<file path="src/verilog/ifd_defines.svh">
`ifndef IFD_DEFINES_SVH
`define IFD_DEFINES_SVH

// ****************************************
// Widths
// ****************************************
`define IFD_ADDR_W 24
`define IFD_WORD_W 32

// ****************************************
// Field positions, first halfword in [47:32]
// ****************************************
`define IFD_OPC_HI 47
`define IFD_OPC_LO 40
`define IFD_FIRST_REG_HI 39
`define IFD_FIRST_REG_LO 36
`define IFD_SECOND_REG_HI 35
`define IFD_SECOND_REG_LO 32
`define IFD_B1_HI 31
`define IFD_B1_LO 28
`define IFD_D1_HI 27
`define IFD_D1_LO 16
`define IFD_BASE_B_HI 15
`define IFD_BASE_B_LO 12
`define IFD_DISP_B_HI 11
`define IFD_DISP_B_LO 0

// ****************************************
// Opcode map: base and count of each format
// ****************************************
`define IFD_REGREG_BASE 8'h00
`define IFD_REGREG_CNT 8'h0E
`define IFD_RX_BASE 8'h40
`define IFD_RX_CNT 8'h14
`define IFD_REGSTOR_BASE 8'h80
`define IFD_REGSTOR_CNT 8'h05
`define IFD_SI_BASE 8'h90
`define IFD_SI_CNT 8'h0B
`define IFD_LONGSS_BASE 8'hD0
`define IFD_LONGSS_CNT 8'h09
`define IFD_SHORTSS_BASE 8'hF0
`define IFD_SHORTSS_CNT 8'h09

// ****************************************
// Operation indices within a format
// ****************************************
`define IFD_OP_BRANCH_COND_REG 5'h03
`define IFD_OP_SET_PROGRAM_MASK 5'h0B
`define IFD_OP_SUPERVISOR_CALL 5'h0D
`define IFD_OP_ADD_HALF 5'h01
`define IFD_OP_BRANCH_COND 5'h04
`define IFD_OP_COMPARE_HALF 5'h07
`define IFD_OP_INSERT_BYTE 5'h0A
`define IFD_OP_LOAD_EFFECTIVE_ADDR 5'h0C
`define IFD_OP_LOAD_HALF 5'h0D
`define IFD_OP_STORE_BYTE 5'h10
`define IFD_OP_STORE_HALF 5'h11
`define IFD_OP_SUB_HALF 5'h13
`define IFD_OP_LOAD_BOUNDS_REG 5'h00
`define IFD_OP_LOAD_REG_GROUP 5'h01
`define IFD_OP_STORE_REG_GROUP 5'h04
`define IFD_OP_SI_PRIV_FIRST 5'h07

// ****************************************
// Lengths and limits
// ****************************************
`define IFD_LEN_ONE_HALF 3'h2
`define IFD_LEN_TWO_HALF 3'h4
`define IFD_LEN_THREE_HALF 3'h6
`define IFD_BYTES_FULL 3'h4
`define IFD_BYTES_HALF 3'h2
`define IFD_BYTES_CHAR 3'h1
`define IFD_BYTES_NONE 3'h0
`define IFD_LONG_SS_MAX 9'h100
`define IFD_SHORT_SS_MAX 9'h010

`endif

</file>
<file path="src/verilog/ifd_pkg.sv">
package ifd_pkg;
   typedef enum logic [2:0] {
      IFD_FMT_REG_REG = 3'b000,
      IFD_FMT_REG_INDEXED = 3'b001,
      IFD_FMT_REG_STORAGE = 3'b010,
      IFD_FMT_STORAGE_IMM = 3'b011,
      IFD_FMT_LONG_SS = 3'b100,
      IFD_FMT_SHORT_SS = 3'b101,
      IFD_FMT_ILLEGAL = 3'b111
   } ifd_format_t;
endpackage : ifd_pkg

</file>
<file path="src/verilog/ifd_decoder.sv">
`include "ifd_defines.svh"

module ifd_decoder (
   // Clock and reset
   input wire logic clk_sys,
   input wire logic rst,
   // Instruction from fetch
   input wire logic instrValid,
   input wire logic [47:0] instrWord,
   input wire logic [`IFD_ADDR_W-1:0] instrAddr,
   input wire logic problemState,
   // Register file read ports
   output logic [3:0] indexSel,
   output logic [3:0] baseSel,
   output logic [3:0] secondBaseSel,
   input wire logic [`IFD_WORD_W-1:0] indexData,
   input wire logic [`IFD_WORD_W-1:0] baseData,
   input wire logic [`IFD_WORD_W-1:0] secondBaseData,
   // Decoded instruction to execution control
   output logic decValid,
   output ifd_pkg::ifd_format_t format,
   output logic [4:0] opIndex,
   output logic [2:0] instrLen,
   output logic [`IFD_ADDR_W-1:0] nextAddr,
   output logic [3:0] firstOperandRegister,
   output logic [3:0] secondOperandRegister,
   output logic [3:0] conditionTestMask,
   output logic maskValid,
   output logic [7:0] immValue,
   output logic immValid,
   output logic groupValid,
   output logic [1:0] storageRefs,
   output logic [`IFD_ADDR_W-1:0] operandAddrA,
   output logic [`IFD_ADDR_W-1:0] operandAddrB,
   output logic [8:0] operandLenA,
   output logic [8:0] operandLenB,
   output logic [2:0] operandBytes,
   output logic illegalOp,
   output logic privTrap,
   output logic specTrap
);
   import ifd_pkg::*;

   // ****************************************
   // Stage 1: capture and classify
   // ****************************************
   logic s1Valid, next_s1Valid;
   logic [47:0] s1Word, next_s1Word;
   logic [`IFD_ADDR_W-1:0] s1Addr, next_s1Addr;
   logic s1Problem, next_s1Problem;
   ifd_format_t s1Fmt, next_s1Fmt;
   logic [4:0] s1Op, next_s1Op;
   logic [3:0] next_indexSel, next_baseSel, next_secondBaseSel;
   logic [7:0] opc;
   logic [7:0] opOff;

   always_comb begin
      opc = instrWord[`IFD_OPC_HI:`IFD_OPC_LO];
      opOff = 8'h00;
      next_s1Fmt = IFD_FMT_ILLEGAL;
      // Opcode alone selects format, so length is known at capture
      if (opc >= `IFD_REGREG_BASE && opc < `IFD_REGREG_BASE + `IFD_REGREG_CNT) begin
         next_s1Fmt = IFD_FMT_REG_REG;
         opOff = opc - `IFD_REGREG_BASE;
      end else if (opc >= `IFD_RX_BASE && opc < `IFD_RX_BASE + `IFD_RX_CNT) begin
         next_s1Fmt = IFD_FMT_REG_INDEXED;
         opOff = opc - `IFD_RX_BASE;
      end else if (opc >= `IFD_REGSTOR_BASE && opc < `IFD_REGSTOR_BASE + `IFD_REGSTOR_CNT) begin
         next_s1Fmt = IFD_FMT_REG_STORAGE;
         opOff = opc - `IFD_REGSTOR_BASE;
      end else if (opc >= `IFD_SI_BASE && opc < `IFD_SI_BASE + `IFD_SI_CNT) begin
         next_s1Fmt = IFD_FMT_STORAGE_IMM;
         opOff = opc - `IFD_SI_BASE;
      end else if (opc >= `IFD_LONGSS_BASE && opc < `IFD_LONGSS_BASE + `IFD_LONGSS_CNT) begin
         next_s1Fmt = IFD_FMT_LONG_SS;
         opOff = opc - `IFD_LONGSS_BASE;
      end else if (opc >= `IFD_SHORTSS_BASE && opc < `IFD_SHORTSS_BASE + `IFD_SHORTSS_CNT) begin
         next_s1Fmt = IFD_FMT_SHORT_SS;
         opOff = opc - `IFD_SHORTSS_BASE;
      end
      next_s1Op = opOff[4:0];
      next_s1Valid = instrValid;
      next_s1Word = instrWord;
      next_s1Addr = instrAddr;
      next_s1Problem = problemState;
      // Read selects line up with the fields; zero fields are masked later
      next_indexSel = instrWord[`IFD_SECOND_REG_HI:`IFD_SECOND_REG_LO];
      next_baseSel = instrWord[`IFD_B1_HI:`IFD_B1_LO];
      next_secondBaseSel = instrWord[`IFD_BASE_B_HI:`IFD_BASE_B_LO];
   end

   always_ff @(posedge clk_sys) begin
      if (rst) begin
         s1Valid <= 1'b0;
         s1Word <= 48'h0000_0000_0000;
         s1Addr <= '0;
         s1Problem <= 1'b0;
         s1Fmt <= IFD_FMT_ILLEGAL;
         s1Op <= 5'h00;
         indexSel <= 4'h0;
         baseSel <= 4'h0;
         secondBaseSel <= 4'h0;
      end else begin
         s1Valid <= next_s1Valid;
         s1Word <= next_s1Word;
         s1Addr <= next_s1Addr;
         s1Problem <= next_s1Problem;
         s1Fmt <= next_s1Fmt;
         s1Op <= next_s1Op;
         indexSel <= next_indexSel;
         baseSel <= next_baseSel;
         secondBaseSel <= next_secondBaseSel;
      end
   end

   // ****************************************
   // Stage 2: fields, addresses, exceptions
   // ****************************************
   logic next_decValid, next_maskValid, next_immValid, next_groupValid;
   logic next_illegalOp, next_privTrap, next_specTrap;
   logic [2:0] next_instrLen, next_operandBytes;
   logic [1:0] next_storageRefs;
   logic [3:0] next_firstReg, next_secondReg, next_mask;
   logic [7:0] next_immValue;
   logic [8:0] next_lenA, next_lenB;
   logic [`IFD_ADDR_W-1:0] next_nextAddr, next_addrA, next_addrB;
   logic [`IFD_WORD_W-1:0] idxTerm, baseTerm, base2Term, sumA, sumB;
   logic [3:0] f1, f2;
   logic privOp;

   always_comb begin
      f1 = s1Word[`IFD_FIRST_REG_HI:`IFD_FIRST_REG_LO];
      f2 = s1Word[`IFD_SECOND_REG_HI:`IFD_SECOND_REG_LO];
      // Register zero means "no register" in address arithmetic
      idxTerm = (f2 == 4'h0) ? '0 : indexData;
      baseTerm = (s1Word[`IFD_B1_HI:`IFD_B1_LO] == 4'h0) ? '0 : baseData;
      base2Term = (s1Word[`IFD_BASE_B_HI:`IFD_BASE_B_LO] == 4'h0) ? '0 : secondBaseData;
      sumA = baseTerm + {20'h0_0000, s1Word[`IFD_D1_HI:`IFD_D1_LO]};
      if (s1Fmt == IFD_FMT_REG_INDEXED) begin
         sumA = sumA + idxTerm;
      end
      sumB = base2Term + {20'h0_0000, s1Word[`IFD_DISP_B_HI:`IFD_DISP_B_LO]};
      next_addrA = sumA[`IFD_ADDR_W-1:0];
      next_addrB = sumB[`IFD_ADDR_W-1:0];
      next_firstReg = f1;
      next_secondReg = f2;
      next_mask = 4'h0;
      next_maskValid = 1'b0;
      next_immValue = 8'h00;
      next_immValid = 1'b0;
      next_groupValid = 1'b0;
      next_lenA = 9'h000;
      next_lenB = 9'h000;
      next_operandBytes = `IFD_BYTES_NONE;
      next_illegalOp = 1'b0;
      privOp = 1'b0;
      unique case (s1Fmt)
         IFD_FMT_REG_REG: begin
            next_instrLen = `IFD_LEN_ONE_HALF;
            next_storageRefs = 2'h0;
            next_operandBytes = `IFD_BYTES_FULL;
            if (s1Op == `IFD_OP_BRANCH_COND_REG) begin
               next_mask = f1;
               next_maskValid = 1'b1;
            end
            if (s1Op == `IFD_OP_SUPERVISOR_CALL || s1Op == `IFD_OP_SET_PROGRAM_MASK) begin
               next_immValue = s1Word[`IFD_FIRST_REG_HI:`IFD_SECOND_REG_LO];
               next_immValid = 1'b1;
            end
         end
         IFD_FMT_REG_INDEXED: begin
            next_instrLen = `IFD_LEN_TWO_HALF;
            next_storageRefs = 2'h1;
            next_operandBytes = `IFD_BYTES_FULL;
            if (s1Op == `IFD_OP_BRANCH_COND) begin
               next_mask = f1;
               next_maskValid = 1'b1;
            end
            if (s1Op == `IFD_OP_ADD_HALF || s1Op == `IFD_OP_COMPARE_HALF || s1Op == `IFD_OP_LOAD_HALF
                  || s1Op == `IFD_OP_STORE_HALF || s1Op == `IFD_OP_SUB_HALF) begin
               next_operandBytes = `IFD_BYTES_HALF;
            end
            if (s1Op == `IFD_OP_INSERT_BYTE || s1Op == `IFD_OP_STORE_BYTE) begin
               next_operandBytes = `IFD_BYTES_CHAR;
            end
            if (s1Op == `IFD_OP_LOAD_EFFECTIVE_ADDR) begin
               next_operandBytes = `IFD_BYTES_NONE;
            end
         end
         IFD_FMT_REG_STORAGE: begin
            next_instrLen = `IFD_LEN_TWO_HALF;
            next_storageRefs = 2'h1;
            privOp = (s1Op == `IFD_OP_LOAD_BOUNDS_REG);
            next_groupValid = (s1Op == `IFD_OP_LOAD_REG_GROUP || s1Op == `IFD_OP_STORE_REG_GROUP);
         end
         IFD_FMT_STORAGE_IMM: begin
            next_instrLen = `IFD_LEN_TWO_HALF;
            next_storageRefs = 2'h1;
            next_immValue = s1Word[`IFD_FIRST_REG_HI:`IFD_SECOND_REG_LO];
            next_immValid = 1'b1;
            privOp = (s1Op >= `IFD_OP_SI_PRIV_FIRST);
         end
         IFD_FMT_LONG_SS: begin
            next_instrLen = `IFD_LEN_THREE_HALF;
            next_storageRefs = 2'h2;
            next_lenA = {1'b0, s1Word[`IFD_FIRST_REG_HI:`IFD_SECOND_REG_LO]} + 9'h001;
            next_lenB = next_lenA;
         end
         IFD_FMT_SHORT_SS: begin
            next_instrLen = `IFD_LEN_THREE_HALF;
            next_storageRefs = 2'h2;
            next_lenA = {5'h00, f1} + 9'h001;
            next_lenB = {5'h00, f2} + 9'h001;
         end
         default: begin
            // Unassigned opcode: one halfword, nothing referenced
            next_instrLen = `IFD_LEN_ONE_HALF;
            next_storageRefs = 2'h0;
            next_illegalOp = 1'b1;
         end
      endcase
      next_nextAddr = s1Addr + {{(`IFD_ADDR_W-3){1'b0}}, next_instrLen};
      next_privTrap = privOp && s1Problem;
      next_specTrap = s1Addr[0];
      // Trapped instructions must not reach storage
      if (next_illegalOp || next_privTrap || next_specTrap) begin
         next_storageRefs = 2'h0;
      end
      next_decValid = s1Valid;
   end

   always_ff @(posedge clk_sys) begin
      if (rst) begin
         decValid <= 1'b0;
         format <= IFD_FMT_ILLEGAL;
         opIndex <= 5'h00;
         instrLen <= `IFD_LEN_ONE_HALF;
         nextAddr <= '0;
         firstOperandRegister <= 4'h0;
         secondOperandRegister <= 4'h0;
         conditionTestMask <= 4'h0;
         maskValid <= 1'b0;
         immValue <= 8'h00;
         immValid <= 1'b0;
         groupValid <= 1'b0;
         storageRefs <= 2'h0;
         operandAddrA <= '0;
         operandAddrB <= '0;
         operandLenA <= 9'h000;
         operandLenB <= 9'h000;
         operandBytes <= `IFD_BYTES_NONE;
         illegalOp <= 1'b0;
         privTrap <= 1'b0;
         specTrap <= 1'b0;
      end else begin
         decValid <= next_decValid;
         format <= s1Fmt;
         opIndex <= s1Op;
         instrLen <= next_instrLen;
         nextAddr <= next_nextAddr;
         firstOperandRegister <= next_firstReg;
         secondOperandRegister <= next_secondReg;
         conditionTestMask <= next_mask;
         maskValid <= next_maskValid;
         immValue <= next_immValue;
         immValid <= next_immValid;
         groupValid <= next_groupValid;
         storageRefs <= next_storageRefs;
         operandAddrA <= next_addrA;
         operandAddrB <= next_addrB;
         operandLenA <= next_lenA;
         operandLenB <= next_lenB;
         operandBytes <= next_operandBytes;
         illegalOp <= next_illegalOp;
         privTrap <= next_privTrap;
         specTrap <= next_specTrap;
      end
   end
endmodule : ifd_decoder

</file>
<file path="config.mk">
export PLATFORM = sky130hd
export DESIGN_NAME = ifd_decoder
export DESIGN_NICKNAME = d
export VERILOG_FILES = /design/src/verilog/ifd_pkg.sv /design/src/verilog/ifd_decoder.sv
export VERILOG_INCLUDE_DIRS = /design/src /design/src/verilog
export SDC_FILE = /design/constraint.sdc
export NUM_CORES = 1
export LEC_CHECK = 0
export BUFFER_PORTS_ARGS = -buffer_cell sky130_fd_sc_hd__buf_2
export CAP_MARGIN = 20
export CORE_MARGIN = 8
export CORE_UTILIZATION = 51
export DETAILED_ROUTE_END_ITERATION = 7
export PLACE_DENSITY = 0.81
export SETUP_SLACK_MARGIN = 0.05
export SYNTH_ARGS = -nofsm -noshare
export SYNTH_HDL_FRONTEND = slang
export SYNTH_SLANG_ARGS = --single-unit
</file>
<file path="constraint.sdc">
create_clock -name clk_sys -period 5.7 [get_ports clk_sys]
set_input_delay 1.14 -clock clk_sys [delete_from_list [all_inputs] [get_ports clk_sys]]
set_output_delay 1.14 -clock clk_sys [all_outputs]
set_load 0.02 [all_outputs]
</file>
Yosys cells after proc, flatten, opt, wreduce, memory -nomap -nowiden

Index checks and enable logic that the tools add are counted.

Add/sub/neg operators: 12
Order comparisons: 13
Equal/unequal tests: 16
Muxes and demuxes: 36
Bitwise logic cells: 1
Reductions and logical operators: 26

Operators by type and width:

| cell                                                                         | count |
|---|---|
| 24-bit 2-to-1 mux                                                            | 4 |
| 24-bit by 12-bit adder with 24-bit output                                    | 2 |
| 9-bit one-hot mux with 2 select lines                                        | 2 |
| 8-bit >= comparator, second input constant                                   | 4 |
| 8-bit less-than comparator, second input constant                            | 4 |
| 5-bit 2-to-1 mux                                                             | 6 |
| 24-bit adder                                                                 | 1 |
| 24-bit by 3-bit adder with 24-bit output                                     | 1 |
| 3-bit 2-to-1 mux                                                             | 7 |
| 5-bit by 4-bit equality test with 1-bit output, second input constant        | 4 |
| 8-bit one-hot mux with 2 select lines                                        | 1 |
| 5-bit equality test, second input constant                                   | 3 |
| 5-bit subtractor, second input constant                                      | 3 |
| 4-bit logical NOT                                                            | 3 |
| 3-bit one-hot mux with 2 select lines                                        | 2 |
| 4-bit by 1-bit adder with 5-bit output, second input constant                | 2 |
| 5-bit by 3-bit equality test with 1-bit output, second input constant        | 2 |
| 5-bit by 1-bit subtractor with 5-bit output, second input constant           | 2 |
| 8-bit by 1-bit adder with 9-bit output, second input constant                | 1 |
| 1-bit logical OR                                                             | 9 |
| 8-bit by 1-bit >= comparator with 1-bit output, second input constant        | 1 |
| 8-bit by 7-bit >= comparator with 1-bit output, second input constant        | 1 |
| 8-bit by 4-bit less-than comparator with 1-bit output, second input constant | 1 |
| 8-bit by 7-bit less-than comparator with 1-bit output, second input constant | 1 |
| 20 further kinds                                                             | 37 |

Register bits: 219
Input bits: 172
Output and inout port bits: 145

Depth between registers and ports, before layout

Gate-level depths: netlist of run 1.

Depth after elaboration: 9
Depth in mapped cells: 22
Depth with buffers taken out: 21

Least setup slack after synthesis of run 1

No wires, ideal clock.

Path kind: input port to flip-flop
Start point: in baseData[7]
End point: reg operandAddrA[22]
Arrival time: 4,572 ps
Data required time: 5,569 ps
Slack: 996 ps
Stages: 20
Buffers on the path: 1
Path through: and2_1 > ha_1 > o21ai_0 > o21ai_1 > o21ai_1 > o21ai_1 > a21oi_1 > nor2_1 > xnor2_1 > nor2_1 > ha_1 > buf_2 > a21o_1 > a21o_1 > a21o_1 > a2111oi_1 > o21bai_1 > o21bai_1 > xnor2_1 > o22ai_1

Cells in the longest elaborated chain, start to end: 4

RTL lines:

| element                                     | RTL line           | source |
|---|---|---|
| start: declaration                          | ifd_decoder.sv:17  | `` input wire logic [`IFD_WORD_W-1:0] baseData, `` |
| 24-bit 2-to-1 mux *                         | ifd_decoder.sv:136 | `` baseTerm = (s1Word[`IFD_B1_HI:`IFD_B1_LO] == 4'h0) ? '0 : baseData; `` |
| 24-bit by 12-bit adder with 24-bit output * | ifd_decoder.sv:138 | `` sumA = baseTerm + {20'h0_0000, s1Word[`IFD_D1_HI:`IFD_D1_LO]}; `` |
| 24-bit adder                                | ifd_decoder.sv:140 | `sumA = sumA + idxTerm;` |
| 24-bit 2-to-1 mux *                         | ifd_decoder.sv:139 | `if (s1Fmt == IFD_FMT_REG_INDEXED) begin` |
| end signal: assignment                      | ifd_decoder.sv:269 | `operandAddrA <= next_addrA;` |
| end: declaration                            | ifd_decoder.sv:33  | `` output logic [`IFD_ADDR_W-1:0] operandAddrA, `` |

Every way passes the cells marked *; elsewhere a longest branch is shown, timed or not.
A chain may end at the register's enable or synchronous reset.

==> metrics.txt, run 1 <==
Setup CP Type flip-flop to flip-flop; Max rail drop VDD 0.236 mV; final hold violations 0; area of all placed cells without fillers 11700 sq um; post-synthesis cell type count 71; remaining antenna violation count after routing 0; number of cells traversed by the worst hold path 1; count of flip-flops with a built-in enable after synthesis 0; Total Wirelength 25200 um; Worst R2R Start baseSel[1]; worst max-slew margin expressed relative to the limit 0.409; Max clock buf depth 3; TritonCTS clock tree built; startpoint of the tightest hold check path next_decValid; Std-Cell Rows 50; layout-stage area growth over the synthesis result 22.9%; area of the placeable core 18500 sq um; total clock buffers created by CTS 21; pin count of the biggest net entering global routing 67; CTS Hold Buffers Added 0; vias 8190; capture point of the worst reg-to-reg path operandAddrA[22]; transition time of the tightest slew-check pin 885 ps; static leakage power 0.00545 uW; insertion delay of the later-clocked pin in the worst-skew pair 500 ps; synthesized instance count 1067; post-synth net total 1298; H-Tree Depth 1; Mapped Area 9530 sq um; number of buffer and inverter instances along the worst setup path 0; aggregate negative setup slack 0 ps; vias in the first global route 8179; number of storage elements in the synthesis netlist 201; final number of max-transition violations 0; delay of the slowest critical-path stage 700 ps; Worst Hold End decValid; most repeated library cell on the critical path a21o_1; cell area reported after detailed placement 11000 sq um; Post-Route Hold Slack 435 ps; category of the worst setup path launch point flip-flop; number of antenna violations at the first check in global routing 5; standard cell with the maximum stage delay on the critical path or4_1; register clock-pin slew on the reported worst setup and hold paths 60 ps; cell depth of the worst flop-to-flop path 20; number of I/O pins 317; die area 23300 sq um; post-detailed-route wirelength per cell 16.0 um; sink count of the clock tree 201; number of max-cap violations 0; Finish-stage setup viols 0; via density per instance 5.19; P per Cell Area 305 nW/um^2; Chip Width 153 um; Final Power 3570 uW; chip height 153 um; Crit. End Element flip-flop; Hold/Removal Path Class flip-flop to flip-flop; share of the clock period used by the worst path 0.929; post-cts resize count 0; global-route wire length before repair 39900 um; Initial Utilization 0.515; post-synthesis async set-or-reset flop share 0; worst-case clock skew 6.02 ps; cell at the root of the clock tree clkbuf_16; synthesized area per cell 8.93 sq um; largest fanout on the critical path 10; run status finished clean; Overall Global Routing Usage 0.205; required time of the critical path 6060 ps; buffers inserted during post-CTS setup optimization 0; arrival time reported for the critical path endpoint 5660 ps; final critical-path required period 5300 ps; count of fill cells added during filler insertion 1564; sequential-to-total area share from yosys stat 0.422; reg2reg setup slack 400 ps; sum of net half-perimeters after detailed placement 19500 um; total gr overflow 0; iteration count of the initial detailed-routing pass 4; total stage count of the critical path 20; Yosys warning count 0; maximum frequency from static timing analysis 189 MHz; post-layout net count 1556; crit-path leading delay family compound AO/OA/AOI/OAI gates; GP Congestion 0.926; fraction of final layout cells sized beyond drive strength 1 0.267; number of I/O port buffers 291; Iteration-0 DRC Markers 388; remaining routing DRC violations 0; critical-path cell list or4_1 > and2_1 > ha_1 > a21oi_1 > o2111ai_2 > o21ai_1 > o21ai_1 > a21oi_2 > nor2_1 > xnor2_1 > nor2_1 > ha_1 > a21o_1 > a21o_1 > a21o_1 > a2111oi_1 > o21bai_1 > o21bai_1 > xnor2_1 > o22ai_1; setup repair after global routing missed its margin false; dominant synthesized flop cell dfxtp_1
worst max path at each step:
| stage | endpoint | slack (ps) | from |
|---|---|---|---|
| final | operandAddrA[22] | 400 | baseSel[1] |
| after global routing | operandAddrA[21] | 110 | baseSel[1] |
| after CTS | operandAddrA[22] | 390 | baseSel[1] |
| after detailed placement | operandAddrA[22] | 340 | baseData[1] |
| after global placement | operandAddrA[22] | 410 | baseData[1] |
| after floorplan | operandAddrA[22] | 1000 | baseData[7] |
cell type report:
| cell class | count | area, sq um | area share |
|---|---|---|---|
| tap | 234 | 293 | 0.0250 |
| antenna | 5 | 12.5 | 0.00107 |
| sequential | 201 | 4020 | 0.344 |
| timing repair buffer | 297 | 1500 | 0.128 |
| clock inverter | 8 | 52.6 | 0.00449 |
| clock buffer | 30 | 619 | 0.0529 |
| inverter | 26 | 97.6 | 0.00833 |
| multi-input combinational | 778 | 5110 | 0.436 |
cell families (layout without fill, tap and decap cells):
kind of cell / Yosys count / after routing / synth area share
DFF: 201 / 201 / 0.422
xor gates and xnor gates: 90 / 90 / 0.0835
adders and majority gates: 59 / 59 / 0.0806
AOI/OAI and AO/OA: 176 / 176 / 0.123
muxes: 1 / 1 / 0.00105
other: 1 / 6 / 0.000394
and+or+nand+nor: 451 / 451 / 0.246
buffers and inverters: 88 / 361 / 0.0424
worst reg2reg max path, stage by stage, from the launching register on:
cell	delay (ps)
dfxtp_1	310
or4_1	700
and2_1	270
ha_1	280
a21oi_1	240
o2111ai_2	240
o21ai_1	180
o21ai_1	150
a21oi_2	290
nor2_1	80
xnor2_1	300
nor2_1	90
ha_1	380
a21o_1	230
a21o_1	180
a21o_1	190
a2111oi_1	430
o21bai_1	150
o21bai_1	200
xnor2_1	170
o22ai_1	100
per-stage QoR:
| step | worst slack [ps] | util | instances |
|---|---|---|---|
| finish | 402 | 0.632 | 1579 |
| global route | 110 | 0.632 | 1579 |
| CTS | 386 | 0.632 | 1574 |
| detailed placement | 335 | 0.595 | 1536 |
| global placement | 409 | 0.595 | 1536 |
| floorplan | 996 | - | 1067 |
cell usage in the layout, fill, tap and decap left out, types with 4 or more instances in the layout:
cell       instances
nor3_1            16
buf_4              7
fa_1               4
and2_1            38
nand2b_1           9
o21ai_1            6
ha_1              55
a21oi_2            4
clkinv_2           4
o211ai_1           4
o21a_1             5
o21bai_1           7
and3_1            13
or2_2              4
nor3b_1            5
clkbuf_16         21
diode_2            5
a31oi_1            5
a21o_1            12
dfxtp_1          201
nor2_1           117
a21oi_1           49
xnor2_1           47
o21ai_0           33
or3_1              8
o22ai_1            8
nand3_1           24
inv_1             26
nor2b_1          112
buf_2            290
nand2_1           67
nor4_1             7
a211oi_1          12
xor2_1            42
nand4_1           14
clkbuf_8           6
cells in the mapped netlist, types with 3 or more instances:
cell | instances | area share
nand4_1 | 14 | 0.0092
o31a_1 | 3 | 0.0028
and3_1 | 13 | 0.0085
o22ai_1 | 8 | 0.0053
xnor2_1 | 47 | 0.043
nor2b_1 | 112 | 0.074
o21a_1 | 5 | 0.0039
nor3_1 | 16 | 0.0084
o21bai_1 | 7 | 0.0055
nand2_1 | 67 | 0.026
inv_1 | 26 | 0.010
dfxtp_1 | 201 | 0.42
buf_1 | 6 | 0.0024
o211ai_1 | 4 | 0.0032
o21ai_0 | 33 | 0.017
nor2_1 | 117 | 0.046
a21o_1 | 12 | 0.0095
buf_4 | 19 | 0.015
nand2b_1 | 9 | 0.0059
ha_1 | 55 | 0.072
fa_1 | 4 | 0.0084
xor2_1 | 42 | 0.039
a211oi_1 | 12 | 0.0095
or2_2 | 4 | 0.0026
and2_1 | 38 | 0.025
a21oi_1 | 50 | 0.026
a31oi_1 | 5 | 0.0033
clkbuf_1 | 35 | 0.014
nor4_1 | 7 | 0.0046
a21boi_1 | 3 | 0.0024
or3_1 | 8 | 0.0053
nor3b_1 | 6 | 0.0047
nand3_1 | 24 | 0.013
o21ai_1 | 6 | 0.0032
a21oi_2 | 3 | 0.0028
per-layer routing:
metal / wire, um / track usage
met5: 8 / 0
met1: 10200 / 0.225
met2: 12000 / 0.356
met3: 2320 / 0.0737
met4: 692 / 0.0745
state kept, by name, indices dropped and copies added, names as in the netlist, 2 cells and up:
signal / flops
s1Word: 31
nextAddr: 24
operandAddrA: 24
operandAddrB: 24
s1Addr: 24
operandLenA: 9
immValue: 8
opIndex: 5
operandLenB: 5
s1Op: 5
conditionTestMask: 4
firstOperandRegister: 4
secondOperandRegister: 4
baseSel: 3
format: 3
indexSel: 3
operandBytes: 3
s1Fmt: 3
secondBaseSel: 3
instrLen: 2
storageRefs: 2
where the power goes:
group | leakage [uW] | switching [uW] | internal, uW | total (uW)
logic | 0.00347 | 424 | 308 | 732
registers | 0.00166 | 38.8 | 1480 | 1520
clock network | 0.000330 | 558 | 759 | 1320
total | 0.00545 | 1020 | 2550 | 3570
Note: power is estimated with default switching activity, not from simulation.
==> run 2: changes to the inputs <==
--- a/config.mk
+++ b/config.mk
@@ -7,11 +7,13 @@
 export NUM_CORES = 1
 export LEC_CHECK = 0
 export BUFFER_PORTS_ARGS = -buffer_cell sky130_fd_sc_hd__buf_2
-export CAP_MARGIN = 20
+export CAP_MARGIN = 5
+export CELL_PAD_IN_SITES_DETAIL_PLACEMENT = 0
+export CELL_PAD_IN_SITES_GLOBAL_PLACEMENT = 2
 export CORE_MARGIN = 8
-export CORE_UTILIZATION = 51
+export CORE_UTILIZATION = 29
 export DETAILED_ROUTE_END_ITERATION = 7
-export PLACE_DENSITY = 0.81
+export PLACE_DENSITY = 0.75
 export SETUP_SLACK_MARGIN = 0.05
 export SYNTH_ARGS = -nofsm -noshare
 export SYNTH_HDL_FRONTEND = slang
==> run 2 against run 1 <==
Net effect:
- largest cell class unchanged
- critical path type unchanged
- sequential cell count did not move
- final area is 3.4% higher
- register-to-register slack is essentially flat
==> metrics.txt, run 2 (same netlist as run 1, synthesis figures left out) <==
leading cell type in the layout, fill and taps excluded buf_2; crit path setup slack, layout 403 ps; post-detailed-route wirelength per cell 16.3 um; Iteration-0 DRC Markers 235; Overall Global Routing Usage 0.145; number of I/O pins 317; cell at the root of the clock tree clkbuf_16; commonest cells after routing, fill and taps aside buf_2, dfxtp_1, nor2_1; sink count of the clock tree 201; via density per instance 4.51; Max rail drop VDD 0.162 mV; Setup CP Type flip-flop to flip-flop; Finish-stage setup viols 0; area of the placeable core 32500 sq um; aggregate negative setup slack 0 ps; total clock buffers created by CTS 24; maximum frequency from static timing analysis 189 MHz; remaining routing DRC violations 0; number of antenna violations at the first check in global routing 8; Crit. End Element flip-flop; H-Tree Depth 1; pin count of the biggest net entering global routing 73; Place WS 302 ps; vias in the first global route 8291; number of max-cap violations 0; Std-Cell Rows 66; Final Power 3790 uW; number of flip-flops in the largest register 31; transition time of the tightest slew-check pin 848 ps; setup repair after global routing missed its margin false; register clock-pin slew on the reported worst setup and hold paths 60 ps; Max clock buf depth 3; layout-stage area growth over the synthesis result 27.1%; register with the most flip-flops s1Word; static leakage power 0.00553 uW; Total Wirelength 29200 um; buffers inserted during post-CTS setup optimization 0; insertion delay of the later-clocked pin in the worst-skew pair 520 ps; Initial Utilization 0.294; GP Congestion 0.816; worst max-slew margin expressed relative to the limit 0.434; vias 8072; arrival time reported for the critical path endpoint 5730 ps; chip height 197 um; run status finished clean; P per Cell Area 313 nW/um^2; sum of net half-perimeters after detailed placement 22800 um; largest fanout on the critical path 10; Post-Route Hold Slack 437 ps; CTS Hold Buffers Added 0; TritonCTS clock tree built; category of the worst setup path launch point flip-flop; final critical-path required period 5300 ps; count of fill cells added during filler insertion 3408; required time of the critical path 6130 ps; worst-case clock skew 13.6 ps; number of cells traversed by the worst hold path 1; global-route wire length before repair 45600 um; cell depth of the worst flop-to-flop path 20; share of the clock period used by the worst path 0.929; remaining antenna violation count after routing 0; Hold/Removal Path Class flip-flop to flip-flop; reg2reg setup slack 400 ps; final hold violations 0; die area 38900 sq um; iteration count of the initial detailed-routing pass 5; post-layout net count 1564; total gr overflow 0; fraction of final layout cells sized beyond drive strength 1 0.269; final number of max-transition violations 0; number of I/O port buffers 291; Chip Width 197 um
-- run 2: cell count changes in the layout (fill, tap and decap cells not counted), moves of 2 or more --
cell and delta:
clkbuf_16 +4, clkbuf_1 +2, buf_4 +5, clkinvlp_4 -2, bufinv_16 +2, diode_2 -4
clkinv_2 -2
-- run 2: path summary, 6_finish.rpt --
path            startpoint                to
max             baseSel[1]  operandAddrA[23]
min reg2reg  next_decValid          decValid
min          next_decValid          decValid
max reg2reg     baseSel[1]  operandAddrA[23]
-- run 2: metrics by stage --
step,instance area [sq um],cells,utilization
after CTS,12100,1788,0.373
after detailed placement,11300,1749,0.349
after global placement,11300,1749,0.349
after floorplan,9530,1067,-
after global routing,12100,1788,0.373
final,12100,1789,0.373
-- run 2: critical path, cell delays in order, from the launching register on --
cell and delay (ps):
dfxtp_1 320, or4_1 690, and2_1 240, ha_1 200, fa_1 420, a211oi_1 210
o21ai_0 250, o2111ai_1 340, a21boi_1 170, o21ai_2 230, nor2_1 90, xnor2_1 290
nor2_1 80, ha_1 410, nor2_1 60, a211oi_1 220, o221ai_1 160, a21boi_2 190
xnor2_2 140, a211o_2 330, a21oi_2 140
-- run 2: what timing repair did --
action	4_1_cts	5_1_grt
endpoints found under the hold margin	0	0
gates resized for setup	0	1
endpoints found under the setup margin	0	1
-- run 2: per-layer routing --
metal	GRT usage	wire length, um	vias up
met1	0.180	12800	3691
met4	0.0357	569	14
met2	0.239	13400	210
li1	-	-	4109
met5	0	89	-
met3	0.0491	2300	48
-- run 2: cell type report --
type	count	area, sq um	share of cell area
inverter	26	97.6	0.00806
antenna	1	2.50	0.000207
multi-input combinational	778	5110	0.422
sequential	201	4020	0.332
clock buffer	35	713	0.0589
timing repair buffer	302	1540	0.127
clock inverter	4	70.1	0.00579
tap	442	553	0.0457
-- run 2: report_power, final --
group,internal [uW],switching [uW]
Combinational,312,434
Clock,945,578
Sequential,1480,35.8
